--- config.mk ---
export PLATFORM = sky130hd
export DESIGN_NAME = vsi_indicator
export DESIGN_NICKNAME = d
export VERILOG_FILES = /design/src/common/vsi_pkg.sv /design/src/core/vsi_classify.sv /design/src/core/vsi_indicator.sv
export VERILOG_INCLUDE_DIRS = /design/src /design/src/common
export SDC_FILE = /design/constraint.sdc
export NUM_CORES = 1
export LEC_CHECK = 0
export ABC_AREA = 0
export BUFFER_PORTS_ARGS = -buffer_cell sky130_fd_sc_hd__buf_2
export CAP_MARGIN = 20
export CELL_PAD_IN_SITES_DETAIL_PLACEMENT = 2
export CELL_PAD_IN_SITES_GLOBAL_PLACEMENT = 2
export CORE_MARGIN = 10
export CORE_UTILIZATION = 25
export CTS_BUF_LIST = sky130_fd_sc_hd__clkbuf_4 sky130_fd_sc_hd__clkbuf_8 sky130_fd_sc_hd__clkbuf_16
export CTS_CLUSTER_SIZE = 40
export DETAILED_ROUTE_END_ITERATION = 10
export GPL_ROUTABILITY_DRIVEN = 1
export PLACE_DENSITY = 0.88
export SLEW_MARGIN = 20
export SYNTH_ARGS = -nofsm -noshare
export SYNTH_HDL_FRONTEND = slang
export SYNTH_HIERARCHICAL = 1
export SYNTH_SLANG_ARGS = --single-unit
export TNS_END_PERCENT = 50
--- constraint.sdc ---
create_clock -name sys_clk_i -period 2.55 [get_ports sys_clk_i]
set_input_delay 0 -clock sys_clk_i [delete_from_list [all_inputs] [get_ports sys_clk_i]]
set_output_delay 0 -clock sys_clk_i [all_outputs]
set_load 0.02 [all_outputs]
--- src/common/vsi_map.svh ---
`ifndef VSI_MAP_SVH
`define VSI_MAP_SVH
// Overview of operation
// - Five-bit format code names the detected video standard from a fixed table.
// - Lock flag goes high when the flywheel is fully synchronised.
// - Interlace flag is zero for progressive, one for interlaced standards.
// - Code, lock flag and interlace flag are zero after reset.
// - Code and interlace flag forced zero when path select or lock is low.
// - Lock flag holds its last value if the pixel clock stops.
// - Codes 00h to 09h are 720p rates 60,30,50,25,24, each then EM.
// - Codes 0Ah-13h are 1080 rasters; 14h 1080i50, 15h 1035i60.
// - 525-line rasters give 16h,17h,19h,1Bh; 625-line give 18h or 1Ah.
// - 59.94 Hz and 60 Hz give the same code.
// - Lock cannot rise before one complete frame has been timed.
// - Timing source select high locks to embedded timing words, else to H, V, F.
`define VSI_CODE_UNK_HD 5'h1D
`define VSI_CODE_UNK_SD 5'h1E
`define VSI_SD_TOTAL_MAX 12'h6C0
`endif

--- src/common/vsi_pkg.sv ---
package vsi_pkg;
    typedef struct packed {
        logic [4:0] code;
        logic       ilace;
    } vsi_match_type;
    typedef struct packed {
        logic [4:0] code_r;
        logic       ilace_r;
        logic       lock_r;
    } vsi_state_type;
endpackage : vsi_pkg

--- src/core/vsi_classify.sv ---
`timescale 1ns/1ns
`default_nettype none
`include "vsi_map.svh"
module vsi_classify (
    input  wire logic [11:0]      total_samples_i,
    input  wire logic [11:0]      active_samples_i,
    input  wire logic [10:0]      total_lines_i,
    input  wire logic [10:0]      active_lines_i,
    output vsi_pkg::vsi_match_type match_o
);
    function automatic vsi_pkg::vsi_match_type pick(input logic [4:0] c, input logic i);
        vsi_pkg::vsi_match_type m;
        m.code  = c;
        m.ilace = i;
        return m;
    endfunction : pick
    // frame rate not measured, so 59.94 and 60 alias
    always_comb begin
        match_o = pick(`VSI_CODE_UNK_HD, 1'b0);
        if (total_lines_i == 11'd750) begin
            case ({total_samples_i, active_samples_i})
                {12'd1650, 12'd1280}: match_o = pick(5'h00, 1'b0);
                {12'd1650, 12'd1440}: match_o = pick(5'h01, 1'b0);
                {12'd3300, 12'd1280}: match_o = pick(5'h02, 1'b0);
                {12'd3300, 12'd2880}: match_o = pick(5'h03, 1'b0);
                {12'd1980, 12'd1280}: match_o = pick(5'h04, 1'b0);
                {12'd1980, 12'd1728}: match_o = pick(5'h05, 1'b0);
                {12'd3960, 12'd1280}: match_o = pick(5'h06, 1'b0);
                {12'd3960, 12'd3456}: match_o = pick(5'h07, 1'b0);
                {12'd4095, 12'd1280}: match_o = pick(5'h08, 1'b0);
                {12'd4095, 12'd3600}: match_o = pick(5'h09, 1'b0);
                default:              match_o = pick(`VSI_CODE_UNK_HD, 1'b0);
            endcase
        end else if (total_lines_i == 11'd1125) begin
            // 1080/1035 codes; field-sized active count marks interlace/PsF
            logic il;
            il = (active_lines_i < 11'd600);
            case ({total_samples_i, active_samples_i})
                {12'd2200, 12'd1920}:
                    match_o = (active_lines_i == 11'd517) ? pick(5'h15, 1'b1)
                            : (il ? pick(5'h0A, 1'b1) : pick(5'h0B, 1'b0));
                {12'd2640, 12'd1920}: match_o = il ? pick(5'h0C, 1'b1) : pick(5'h0D, 1'b0);
                {12'd2640, 12'd2304}: match_o = il ? pick(5'h0F, 1'b1) : pick(5'h0E, 1'b0);
                {12'd2750, 12'd1920}: match_o = il ? pick(5'h11, 1'b1) : pick(5'h10, 1'b0);
                {12'd2750, 12'd2400}: match_o = il ? pick(5'h13, 1'b1) : pick(5'h12, 1'b0);
                default:              match_o = pick(`VSI_CODE_UNK_HD, 1'b0);
            endcase
        end else if (total_lines_i == 11'd1250 && total_samples_i == 12'd2376) begin
            match_o = pick(5'h14, 1'b1);
        end else if (total_lines_i == 11'd525 && total_samples_i == 12'd1716) begin
            if (active_samples_i == 12'd1440)
                match_o = (active_lines_i >= 11'd253) ? pick(5'h17, 1'b1) : pick(5'h16, 1'b1);
            else
                match_o = (active_lines_i >= 11'd253) ? pick(5'h1B, 1'b1) : pick(5'h19, 1'b1);
        end else if (total_lines_i == 11'd625 && total_samples_i == 12'd1728) begin
            match_o = (active_samples_i == 12'd1440) ? pick(5'h18, 1'b1) : pick(5'h1A, 1'b1);
        end else if (total_samples_i <= `VSI_SD_TOTAL_MAX) begin
            // unknown SD, reserved codes never produced
            match_o = pick(`VSI_CODE_UNK_SD, 1'b0);
        end
    end
endmodule : vsi_classify
`default_nettype wire

--- src/core/vsi_indicator.sv ---
`timescale 1ns/1ns
`default_nettype none
`include "vsi_map.svh"
module vsi_indicator (
    input  wire logic        sys_clk_i,
    input  wire logic        rstn_i,
    input  wire logic        clk_en_i,
    input  wire logic        processing_path_select_i,
    input  wire logic        timing_source_select_i,
    input  wire logic        trs_lock_i,
    input  wire logic        hvf_lock_i,
    input  wire logic        frame_done_i,
    input  wire logic        lock_out_i,
    input  wire logic [11:0] total_samples_i,
    input  wire logic [11:0] active_samples_i,
    input  wire logic [10:0] total_lines_i,
    input  wire logic [10:0] active_lines_i,
    output logic      [4:0]  video_format_code_o,
    output logic             format_lock_flag_o,
    output logic             interlace_flag_o
);
    vsi_pkg::vsi_state_type st_r;
    vsi_pkg::vsi_state_type st_nxt;
    vsi_pkg::vsi_match_type match;
    logic                   frame_seen_r;
    logic                   sync_ok;

    vsi_classify u_classify (
        .total_samples_i  (total_samples_i),
        .active_samples_i (active_samples_i),
        .total_lines_i    (total_lines_i),
        .active_lines_i   (active_lines_i),
        .match_o          (match)
    );

    always_comb begin
        st_nxt  = st_r;
        sync_ok = timing_source_select_i ? trs_lock_i : hvf_lock_i;
        st_nxt.lock_r = sync_ok && frame_seen_r;
        if (!processing_path_select_i || !lock_out_i) begin
            st_nxt.code_r  = 5'h00;
            st_nxt.ilace_r = 1'b0;
        end else begin
            st_nxt.code_r  = match.code;
            st_nxt.ilace_r = match.ilace;
        end
    end

    // sync reset; stopped clock freezes lock
    always_ff @(posedge sys_clk_i) begin
        if (!rstn_i) begin
            st_r         <= '0;
            frame_seen_r <= 1'b0;
        end else if (clk_en_i) begin
            st_r         <= st_nxt;
            frame_seen_r <= sync_ok && (frame_seen_r || frame_done_i);
        end
    end

    assign video_format_code_o = st_r.code_r;
    assign format_lock_flag_o  = st_r.lock_r;
    assign interlace_flag_o    = st_r.ilace_r;
endmodule : vsi_indicator
`default_nettype wire

==> results of run 1 <==
-- registers in the layout, indices dropped and copies added, names as in the netlist --
| signal | count |
|---|---|
| frame_seen_r | 1 |
| video_format_code_o | 5 |
| format_lock_flag_o | 1 |
| interlace_flag_o | 1 |
-- layer usage --
| metal | routed length [um] | vias to the layer above |
|---|---|---|
| met5 | 0 | - |
| li1 | - | 900 |
| met2 | 2975 | 51 |
| met4 | 27 | 0 |
| met3 | 364 | 2 |
| met1 | 2689 | 888 |
-- cells by family (layout without fill, tap and decap cells) --
logic type,count (synthesis),count (layout)
AND/OR/NAND/NOR,126,126
AO/OA/AOI/OAI,45,45
flip-flops,8,8
buffers and inverters,6,70
multiplexers,5,5
XOR/XNOR,1,1
-- synthesized netlist by cell type (2+ instances only) --
library cell / count
and2_1: 3
and2b_2: 2
nor2b_1: 5
inv_1: 3
mux2i_1: 3
nor3b_1: 4
nor4b_1: 9
o21ai_0: 8
or4_1: 2
nand2b_2: 6
nand3b_1: 4
mux2_2: 2
nor4_1: 6
dfxtp_1: 8
and4_1: 5
a31oi_1: 4
o211ai_1: 3
nand2_1: 17
nor4bb_1: 4
nand2b_1: 5
nand3_1: 4
nor2_1: 7
nor3_1: 8
and4b_1: 3
a21oi_1: 16
nand4_1: 18
and3_1: 2
-- per-stage QoR --
| stage | cell area [um2] | utilization |
|---|---|---|
| floorplan | 1425 | - |
| global placement | 1823 | 0.3311 |
| detailed placement | 1823 | 0.3311 |
| CTS | 1864 | 0.3386 |
| global route | 1864 | 0.3386 |
| finish | 1864 | 0.3386 |
-- power by group through the flow --
stage | Sequential, mW | Combinational, mW | Clock, mW
6_report | 0.132 | 0.157 | 0.156
2_1_floorplan | 0.138 | 0.0634 | 0
3_3_place_gp | 0.134 | 0.152 | 0
3_5_place_dp | 0.134 | 0.158 | 0
4_1_cts | 0.132 | 0.158 | 0.161
5_1_grt | 0.132 | 0.177 | 0.170
-- worst paths after layout --
check                                   endpoint                                 from  cells after the start  slack [ns]
min              format_lock_flag_o$_SDFFE_PN0P_                               rstn_i                      3        0.05
min reg2reg  video_format_code_o[3]$_SDFFE_PN0P_  video_format_code_o[3]$_SDFFE_PN0P_                      2        0.46
max reg2reg            frame_seen_r$_SDFFE_PN0P_            frame_seen_r$_SDFFE_PN0P_                      2        1.91
max          video_format_code_o[0]$_SDFFE_PN0P_                  active_samples_i[1]                      9        0.37
-- layout make-up --
| type | count | area [um2] | share of cell area |
|---|---|---|---|
| clock buffer | 3 | 41.29 | 0.02215 |
| inverter | 3 | 11.26 | 0.006040 |
| multi-input combinational | 177 | 1234 | 0.6617 |
| sequential | 8 | 160.2 | 0.08591 |
| tap | 72 | 90.09 | 0.04832 |
| timing repair buffer | 64 | 327.8 | 0.1758 |
-- critical path, cell delays in order --
cell      delay (ns)
buf_2           0.10
or4_1           0.66
or3_4           0.43
or4_4           0.52
o211ai_2        0.10
nand3b_4        0.17
a41oi_2         0.12
nand4_1         0.12
a21oi_1         0.06
==> impl_results.md, run 1 <==
* Largest net degree at the start of global routing at 17
* First-pass iteration count of the detailed router at 4
* Global-route wire length before repair at 10,070 um
* Leak at about 0.70 nW
* CTS Hold Bufs at 0
* Top cells by area, synth: dfxtp_1 11%, nand4_1 7.9%, a21oi_1 5.6%
* Fin cells at 327
* Via Count at 1,841
* Pre-CTS WS at roughly 0.13 ns
* Post-synthesis sequential area ratio at 0.1124
* Worst-case clock skew at ~0.0037 ns
* Initial Util at 0.2588
* Grt ovf at 0
* Vias per cell at 5.630
* Status: complete, no violations
* GRT Max-Usage Layer: met2
* I/O Pins at 62
* Total Power at between 0.4 and 0.5 mW
* Die width at ~96 um
* Antenna violations before repair at 0
* Row count at 27
* Final hold slack at 0.05094 ns
* GRT met3 Usage at 0.02749
* Final ANT Viol Nets at 0
* Reg power frac at 0.296
* Synth cell types at 57
* RSZ-0062 raised after global routing: false
* Inserted Clock Buffers at 3
* Die Height at 95.50 um
* Fmax at 0.4588 GHz
* Vias in the first global route at 2,054
* Maximum vdd drop at 0.1494 mV
* Synthesized instance count at 191
* Post-Synth Simple-Gate Area at 0.6102
* Post-synth ARST share at 0
* Mux share of post-synthesis cell area at 0.03687
* Slew Limit Fails at 0
* Root Driver: clkbuf_8
* Core ar. at 5507 um2
* # DRC at 0
* WL/cell at about 19 um
* Int Power at 0.3010 mW
* CTS tree: done
* Crit path required time at 2.66 ns
* GR met1 Demand/Resource at 0.1650
* Grt met2 use at 0.2313
* Clock power frac at 0.351
* Syn. warnings at 6
* Ys flop type: dfxtp_1
* Fin. Hold Viols at 0
* Top cell type's share of synthesized area at 0.1124
* Max-cap check violation count at 0
* DRT Wirelength at 6056 um
* Number of fillers in the final layout at slightly below 700
* Final GP Congestion at 0.8155
* Setup bufs post-CTS at 0
* Flops & latches, synth at 8
* Largest family of logic cells by synthesized area: simple AND/OR/NAND/NOR gates
* # H-tree levels at 1
* Synth area leader: dfxtp_1
* Critical path launch point type: input port
* Avg Cell Area, Syn at 7.461 um2
* Worst setup EP type: register
* Post-detail-place hpwl at 5254 um
* Slew headroom at 0.5917
* Power per cell area at 239.2 nW/um2
* Clk slew on worst S/H paths at 0.04 ns
* Worst Hold Class: in -> reg
* Total GRT Usage at 0.1312
* Most frequent cells in the layout: 61 x buf_2, 18 x nand4_1, 17 x nand2_1
* Xor/xnor share of the synthesized area at 0.006146
* Peak fanout along the critical path at 7
* Synthesis-to-finish area growth at 30.82%
* Netlist Area Pre-Place at 1425 um2
* Setup CP Type: in -> reg
* Clk buf depth at 2
* Net switching share of the total power at 0.3250
* Compound-Gate Fraction of Synth Area at 0.2125
* Comb power frac at 0.353
* Pin slew with the least headroom to its limit at 0.6040 ns
* Fraction of final layout cells sized beyond drive strength 1 at 0.3647
* Worst Path Arrival at 2.29 ns
* Fin crit share at 0.8548
* Psw at 0.1449 mW
* Post-Synth Adder-Cell Area at 0
* PostCTS Resize Cnt at 0
* Worst-Skew Late Latency at 0.23 ns
* Total Nets Final at 312
* Iteration-0 DRC Markers at 76
* EDFF count, synth at 0
* Die area at 9120 um2
* Setup TNS at 0 ns
* Mapped Nets at 246
* Final min period at 2.180 ns
* ANT cells at 0
* Number of clock sinks at 8
* PortBufs at 61
* Commonest non-fill, non-tap cell in the layout: buf_2
* Setup violators final at 0
* Placed Cells at 324
* Worst setup margin at about 0.37 ns
No activity file was read; power rests on OpenSTA's default activity.
==> inputs of run 2 (changes only) <==
Clock period 2.55 ns to 2.3 ns, I/O delays scaled along.
==> impl_results.md, run 2 (synthesized netlist as in run 1, its figures left out) <==
* Hold Path Sink: format_lock_flag_o$_SDFFE_PN0P_
* Pin slew with the least headroom to its limit at 0.6118 ns
* Final GP Congestion at 0.8836
* Clk slew on worst S/H paths at 0.04 ns
* PostCTS Resize Cnt at 0
* First-pass iteration count of the detailed router at 4
* Die width at approximately 96 um
* Worst Hold Class: in -> reg
* WP buf/inv at 4
* Inserted Clock Buffers at 3
* Register area at between 150 and 200 um2
* ANT cells at 0
* Number of clock sinks at 8
* Status: complete, no violations
* Comb power frac at 0.358
* Net switching share of the total power at 0.3293
* PortBufs at between 60 and 70
* Critical-path cell list: buf_2 > or4_4 > buf_4 > nor4b_1 > buf_4 > o21ai_0 > buf_4 > o211ai_1 > a21oi_1 > a31oi_1 > nand4_1 > a21oi_1
* Worst setup EP type: register
* R2r startpoint: frame_seen_r$_SDFFE_PN0P_
* Vias in the first global route at approximately 2,100
* Max reg flops at 5
* Hold_sp: rstn_i
* Vias per cell at approximately 5.7
* Clk buf depth at 2
* Final ANT Viol Nets at 0
* Total Power at 0.4991 mW
* Synthesis-to-finish area growth at 33.71%
* CTS tree: done
* R2r setup slk at 1.63 ns
* Commonest non-fill, non-tap cell in the layout: buf_2
* Max-cap check violation count at 0
* Psw at 0.1643 mW
* Slew headroom at 0.5878
* Die Height at 95.50 um
* Post-detail-place hpwl at 5539 um
* Total GRT Usage at 0.1422
* Die area at 9120 um2
* Worst Path Arrival at about 2.3 ns
* Reg power frac at 0.293
* Setup CP Type: in -> reg
* Setup bufs post-CTS at 0
* Peak fanout along the critical path at 5
* Grt ovf at 0
* Fmax at 0.4760 GHz
* Worst path slowest cell: or4_4
* Crit path required time at 2.46 ns
* Fraction of final layout cells sized beyond drive strength 1 at 0.3808
* Number of fillers in the final layout at 669
* Largest delay share family, worst path: simple AND/OR/NAND/NOR gates
* Int Power at around 0.33 mW
* Setup violators final at 0
* Row count at 27
* Global-route wire length before repair at about 11,000 um
* R2R cell count at 2
* Worst setup margin at around 0.20 ns
* Slew Limit Fails at 0
* Via Count at 1,876
* Setup crit start: active_samples_i[1]
* # H-tree levels at 1
* Fin crit share at 0.9134
* I/O Pins at 62
* Initial Util at 0.2588
* Worst-case clock skew at 0.004218 ns
* Slowest stage delay, CP at 0.57 ns
* Antenna violations before repair at 0
* Power per cell area at 261.9 nW/um2
* Leak at 0.7276 nW
* Total Nets Final at 317
* DRT Wirelength at 6518 um
* Reg2reg end: frame_seen_r$_SDFFE_PN0P_
* Core ar. at 5507 um2
* Worst Hold Depth at 3
* Largest net degree at the start of global routing at 17
* Maximum vdd drop at 0.1506 mV
* Most frequent cells in the layout: 61 x buf_2, 18 x nand4_1, 17 x nand2_1
* Util after Layout at 0.3461
* Multi-input logic area at 1237 um2
* Iteration-0 DRC Markers at 74
* Critical path launch point type: input port
* Pre-CTS WS at -0.09765 ns
* Final hold slack at about 0.07 ns
* Fin. Hold Viols at 0
* Root Driver: clkbuf_8
* Clock power frac at 0.349
* Critical Path Most Common Cell: buf_4
* RSZ-0062 raised after global routing: false
* WL/cell at 19.63 um
* Worst-Skew Late Latency at 0.23 ns
* CTS Hold Bufs at 0
* # DRC at 0
* Final min period at 2.101 ns
## run 2: worst min-delay path, stage by stage
cell and delay, ns:
buf_2 0.10, nand3b_1 0.08, o21ai_1 0.08
## run 2: metal layers
layer,global-route usage,share of wire,vias up
met2,0.2614,0.51,53
li1,-,-,913
met1,0.1672,0.43,904
met3,0.02828,0.051,6
met5,0,0,-
met4,0.02580,0.011,0
## run 2: cell type report
| type | count | share of cell area |
|---|---|---|
| Timing Repair Buffer | 69 | 0.1917 |
| Inverter | 3 | 0.005909 |
| Sequential cell | 8 | 0.08404 |
| Tap cell | 72 | 0.04728 |
| Multi-Input combinational cell | 177 | 0.6494 |
| Clock buffer | 3 | 0.02167 |
## run 2: worst max path at each step
stage | end | slack [ns] | cells after the start
4_1_cts | video_format_code_o[3]$_SDFFE_PN0P_ | 0.09 | 12
3_5_place_dp | video_format_code_o[3]$_SDFFE_PN0P_ | -0.1 | 12
5_1_grt | video_format_code_o[3]$_SDFFE_PN0P_ | 0.05 | 12
6_report | video_format_code_o[3]$_SDFFE_PN0P_ | 0.20 | 12
3_3_place_gp | video_format_code_o[0]$_SDFFE_PN0P_ | -0.006 | 9
2_1_floorplan | video_format_code_o[0]$_SDFFE_PN0P_ | 0.14 | 9
## run 2: power groups by stage
stage	Combinational, mW	Clock (mW)	Sequential, mW
finish	0.179	0.174	0.146
global route	0.200	0.183	0.147
CTS	0.179	0.176	0.147
detailed placement	0.177	0	0.149
global placement	0.169	0	0.149
floorplan	0.0702	0	0.152
## run 2: through the flow
step	cell area (um2)	TNS, ns	cells
after global placement	1861	-0.007095	329
after detailed placement	1861	-0.2113	329
after floorplan	1425	0	191
after CTS	1902	0	332
after global routing	1906	0	332
final	1906	0	332
==> inputs of run 3 (changes only) <==
Settings changed: PLACE_DENSITY 0.88 to unset, PLACE_DENSITY_LB_ADDON set to 0.25, SETUP_SLACK_MARGIN set to 0.3.
==> impl_results.md, run 3 (synthesized netlist as in run 1, its figures left out) <==
* Worst Path Arrival at 2.11 ns
* First-pass iteration count of the detailed router at 4
* Grt ovf at 0
* WL/cell at 18.21 um
* Clk slew on worst S/H paths at 0.04 ns
* Final min period at 2.000 ns
* Root Driver: clkbuf_8
* Leak at roughly 0.75 nW
* Setup crit start: active_samples_i[2]
* Inserted Clock Buffers at 3
* Met3 Routed Length at 275 um
* Fin. Hold Viols at 0
* Clk buf depth at 2
* Setup CP Type: in -> reg
* Final ANT Viol Nets at 0
* Die Height at 95.50 um
* Most frequent cells in the layout: 60 x buf_2, 18 x nand4_1, 17 x nand2_1
* Fmax at about 0.5 GHz
* I/O Pins at 62
* Placed Cells at 332
* Maximum vdd drop at 0.1445 mV
* Post-detail-place hpwl at 5366 um
* RSZ-0062 raised after global routing: true
* R2R cell count at 2
* Total GRT Usage at 0.1365
* Synthesis-to-finish area growth at 36.87%
* Final GP Congestion at 0.7727
* Max reg flops at 5
* Crit path required time at between 2 and 2.5 ns
* Slew headroom at 0.5953
* Slew Limit Fails at 0
* Total Power at just under 0.5 mW
* Hold Path Sink: format_lock_flag_o$_SDFFE_PN0P_
* DRT Wirelength at approximately 6100 um
* # DRC at 0
* Worst-case clock skew at approximately 0.000093 ns
* Row count at 27
* Highest routing layer actually used: met4
* Vias per cell at 5.542
* Iteration-0 DRC Markers at 96
* Antenna violations before repair at 0
* Die width at roughly 96 um
* CTS Hold Bufs at 0
* # H-tree levels at 1
* Core ar. at 5507 um2
* Setup violators final at 0
* Fraction of final layout cells sized beyond drive strength 1 at 0.3977
* Initial Util at 0.2588
* Max-cap check violation count at 0
* Vias in the first global route at 2,056
* CTS tree: done
* Critical path launch point type: input port
* Fin crit share at 0.8696
* Worst Hold Class: in -> reg
* Power per cell area at ~250 nW/um2
* Die area at ~9100 um2
* WL met2 at 3161 um
* Number of fillers in the final layout at 690
* Hold_sp: rstn_i
* R2r setup slk at 1.65 ns
* Pin slew with the least headroom to its limit at between 0.5 and 0.6 ns
* PortBufs at 61
* DRT met1 WL at 2668 um
* Worst-Skew Late Latency at 0.22 ns
* Global-route wire length before repair at roughly 10,000 um
* Fin cells at 336
* Total Nets Final at 321
* Via Count at 1,862
* Worst setup EP type: register
* Largest net degree at the start of global routing at 17
* R2r startpoint: frame_seen_r$_SDFFE_PN0P_
* Reg2reg end: frame_seen_r$_SDFFE_PN0P_
* Number of clock sinks at 8
* Worst Hold Depth at 3
* Status: complete, no violations
* Commonest non-fill, non-tap cell in the layout: buf_2
* ANT cells at 0
* Peak fanout along the critical path at 7
## run 3: per-layer routing
metal  vias up  global-route usage
met1       901              0.1678
li1        917                   -
met5         -                   0
met4         0             0.01106
met2        42              0.2494
met3         2             0.02514
## run 3: repair_timing
item                                    4_1_cts  5_1_grt
gates cloned                                  0        0
endpoints found under the setup margin        4        6
pin swaps                                     6        0
gates resized for setup                       2        1
setup buffers                                 1        0
## run 3: worst max-delay path: stages
cell and delay, ns:
buf_6 0.09, or4_4 0.58, or3_4 0.35, or4_4 0.51, o211ai_2 0.09, nand3b_4 0.17
a41oi_2 0.12, nand4_1 0.13, a21oi_1 0.07
## run 3: worst max path at each step
| stage | to | slack (ns) | cells past startpoint |
|---|---|---|---|
| after floorplan | video_format_code_o[0]$_SDFFE_PN0P_ | 0.15 | 9 |
| after global placement | video_format_code_o[0]$_SDFFE_PN0P_ | 0.04 | 9 |
| after detailed placement | video_format_code_o[0]$_SDFFE_PN0P_ | -0.03 | 9 |
| after CTS | video_format_code_o[0]$_SDFFE_PN0P_ | 0.30 | 9 |
| after global routing | video_format_code_o[0]$_SDFFE_PN0P_ | 0.23 | 9 |
| final | video_format_code_o[0]$_SDFFE_PN0P_ | 0.30 | 9 |
## run 3: report_power, final
part	total [mW]	internal, mW	leakage [nW]	switching [mW]
clock	0.170	0.113	0.0216	0.0563
combinational	0.179	0.0799	0.666	0.0993
sequential	0.146	0.144	0.0650	0.00262
total	0.495	0.337	0.753	0.158
## run 3: cell type report
| class | count | area [um2] | share of cell area |
|---|---|---|---|
| clock buffers | 3 | 41.29 | 0.02117 |
| flip-flops and latches | 8 | 160.2 | 0.08210 |
| repair buffers | 73 | 401.6 | 0.2059 |
| inverters | 3 | 11.26 | 0.005773 |
| multi-input cells | 177 | 1246 | 0.6389 |
| well taps | 72 | 90.09 | 0.04618 |
## run 3: per-stage QoR
step | setup WS, ns | area, um2 | utilization | TNS (ns) | hold slack [ns]
2_1_floorplan | 0.1536 | 1435 | - | 0 | 0.1509
4_1_cts | 0.2953 | 1947 | 0.3536 | 0 | 0.09747
3_3_place_gp | 0.03591 | 1887 | 0.3426 | 0 | 0.2877
3_5_place_dp | -0.03208 | 1887 | 0.3426 | -0.03208 | 0.3337
6_report | 0.2999 | 1951 | 0.3542 | 0 | 0.08254
5_1_grt | 0.2269 | 1951 | 0.3542 | 0 | 0.1104
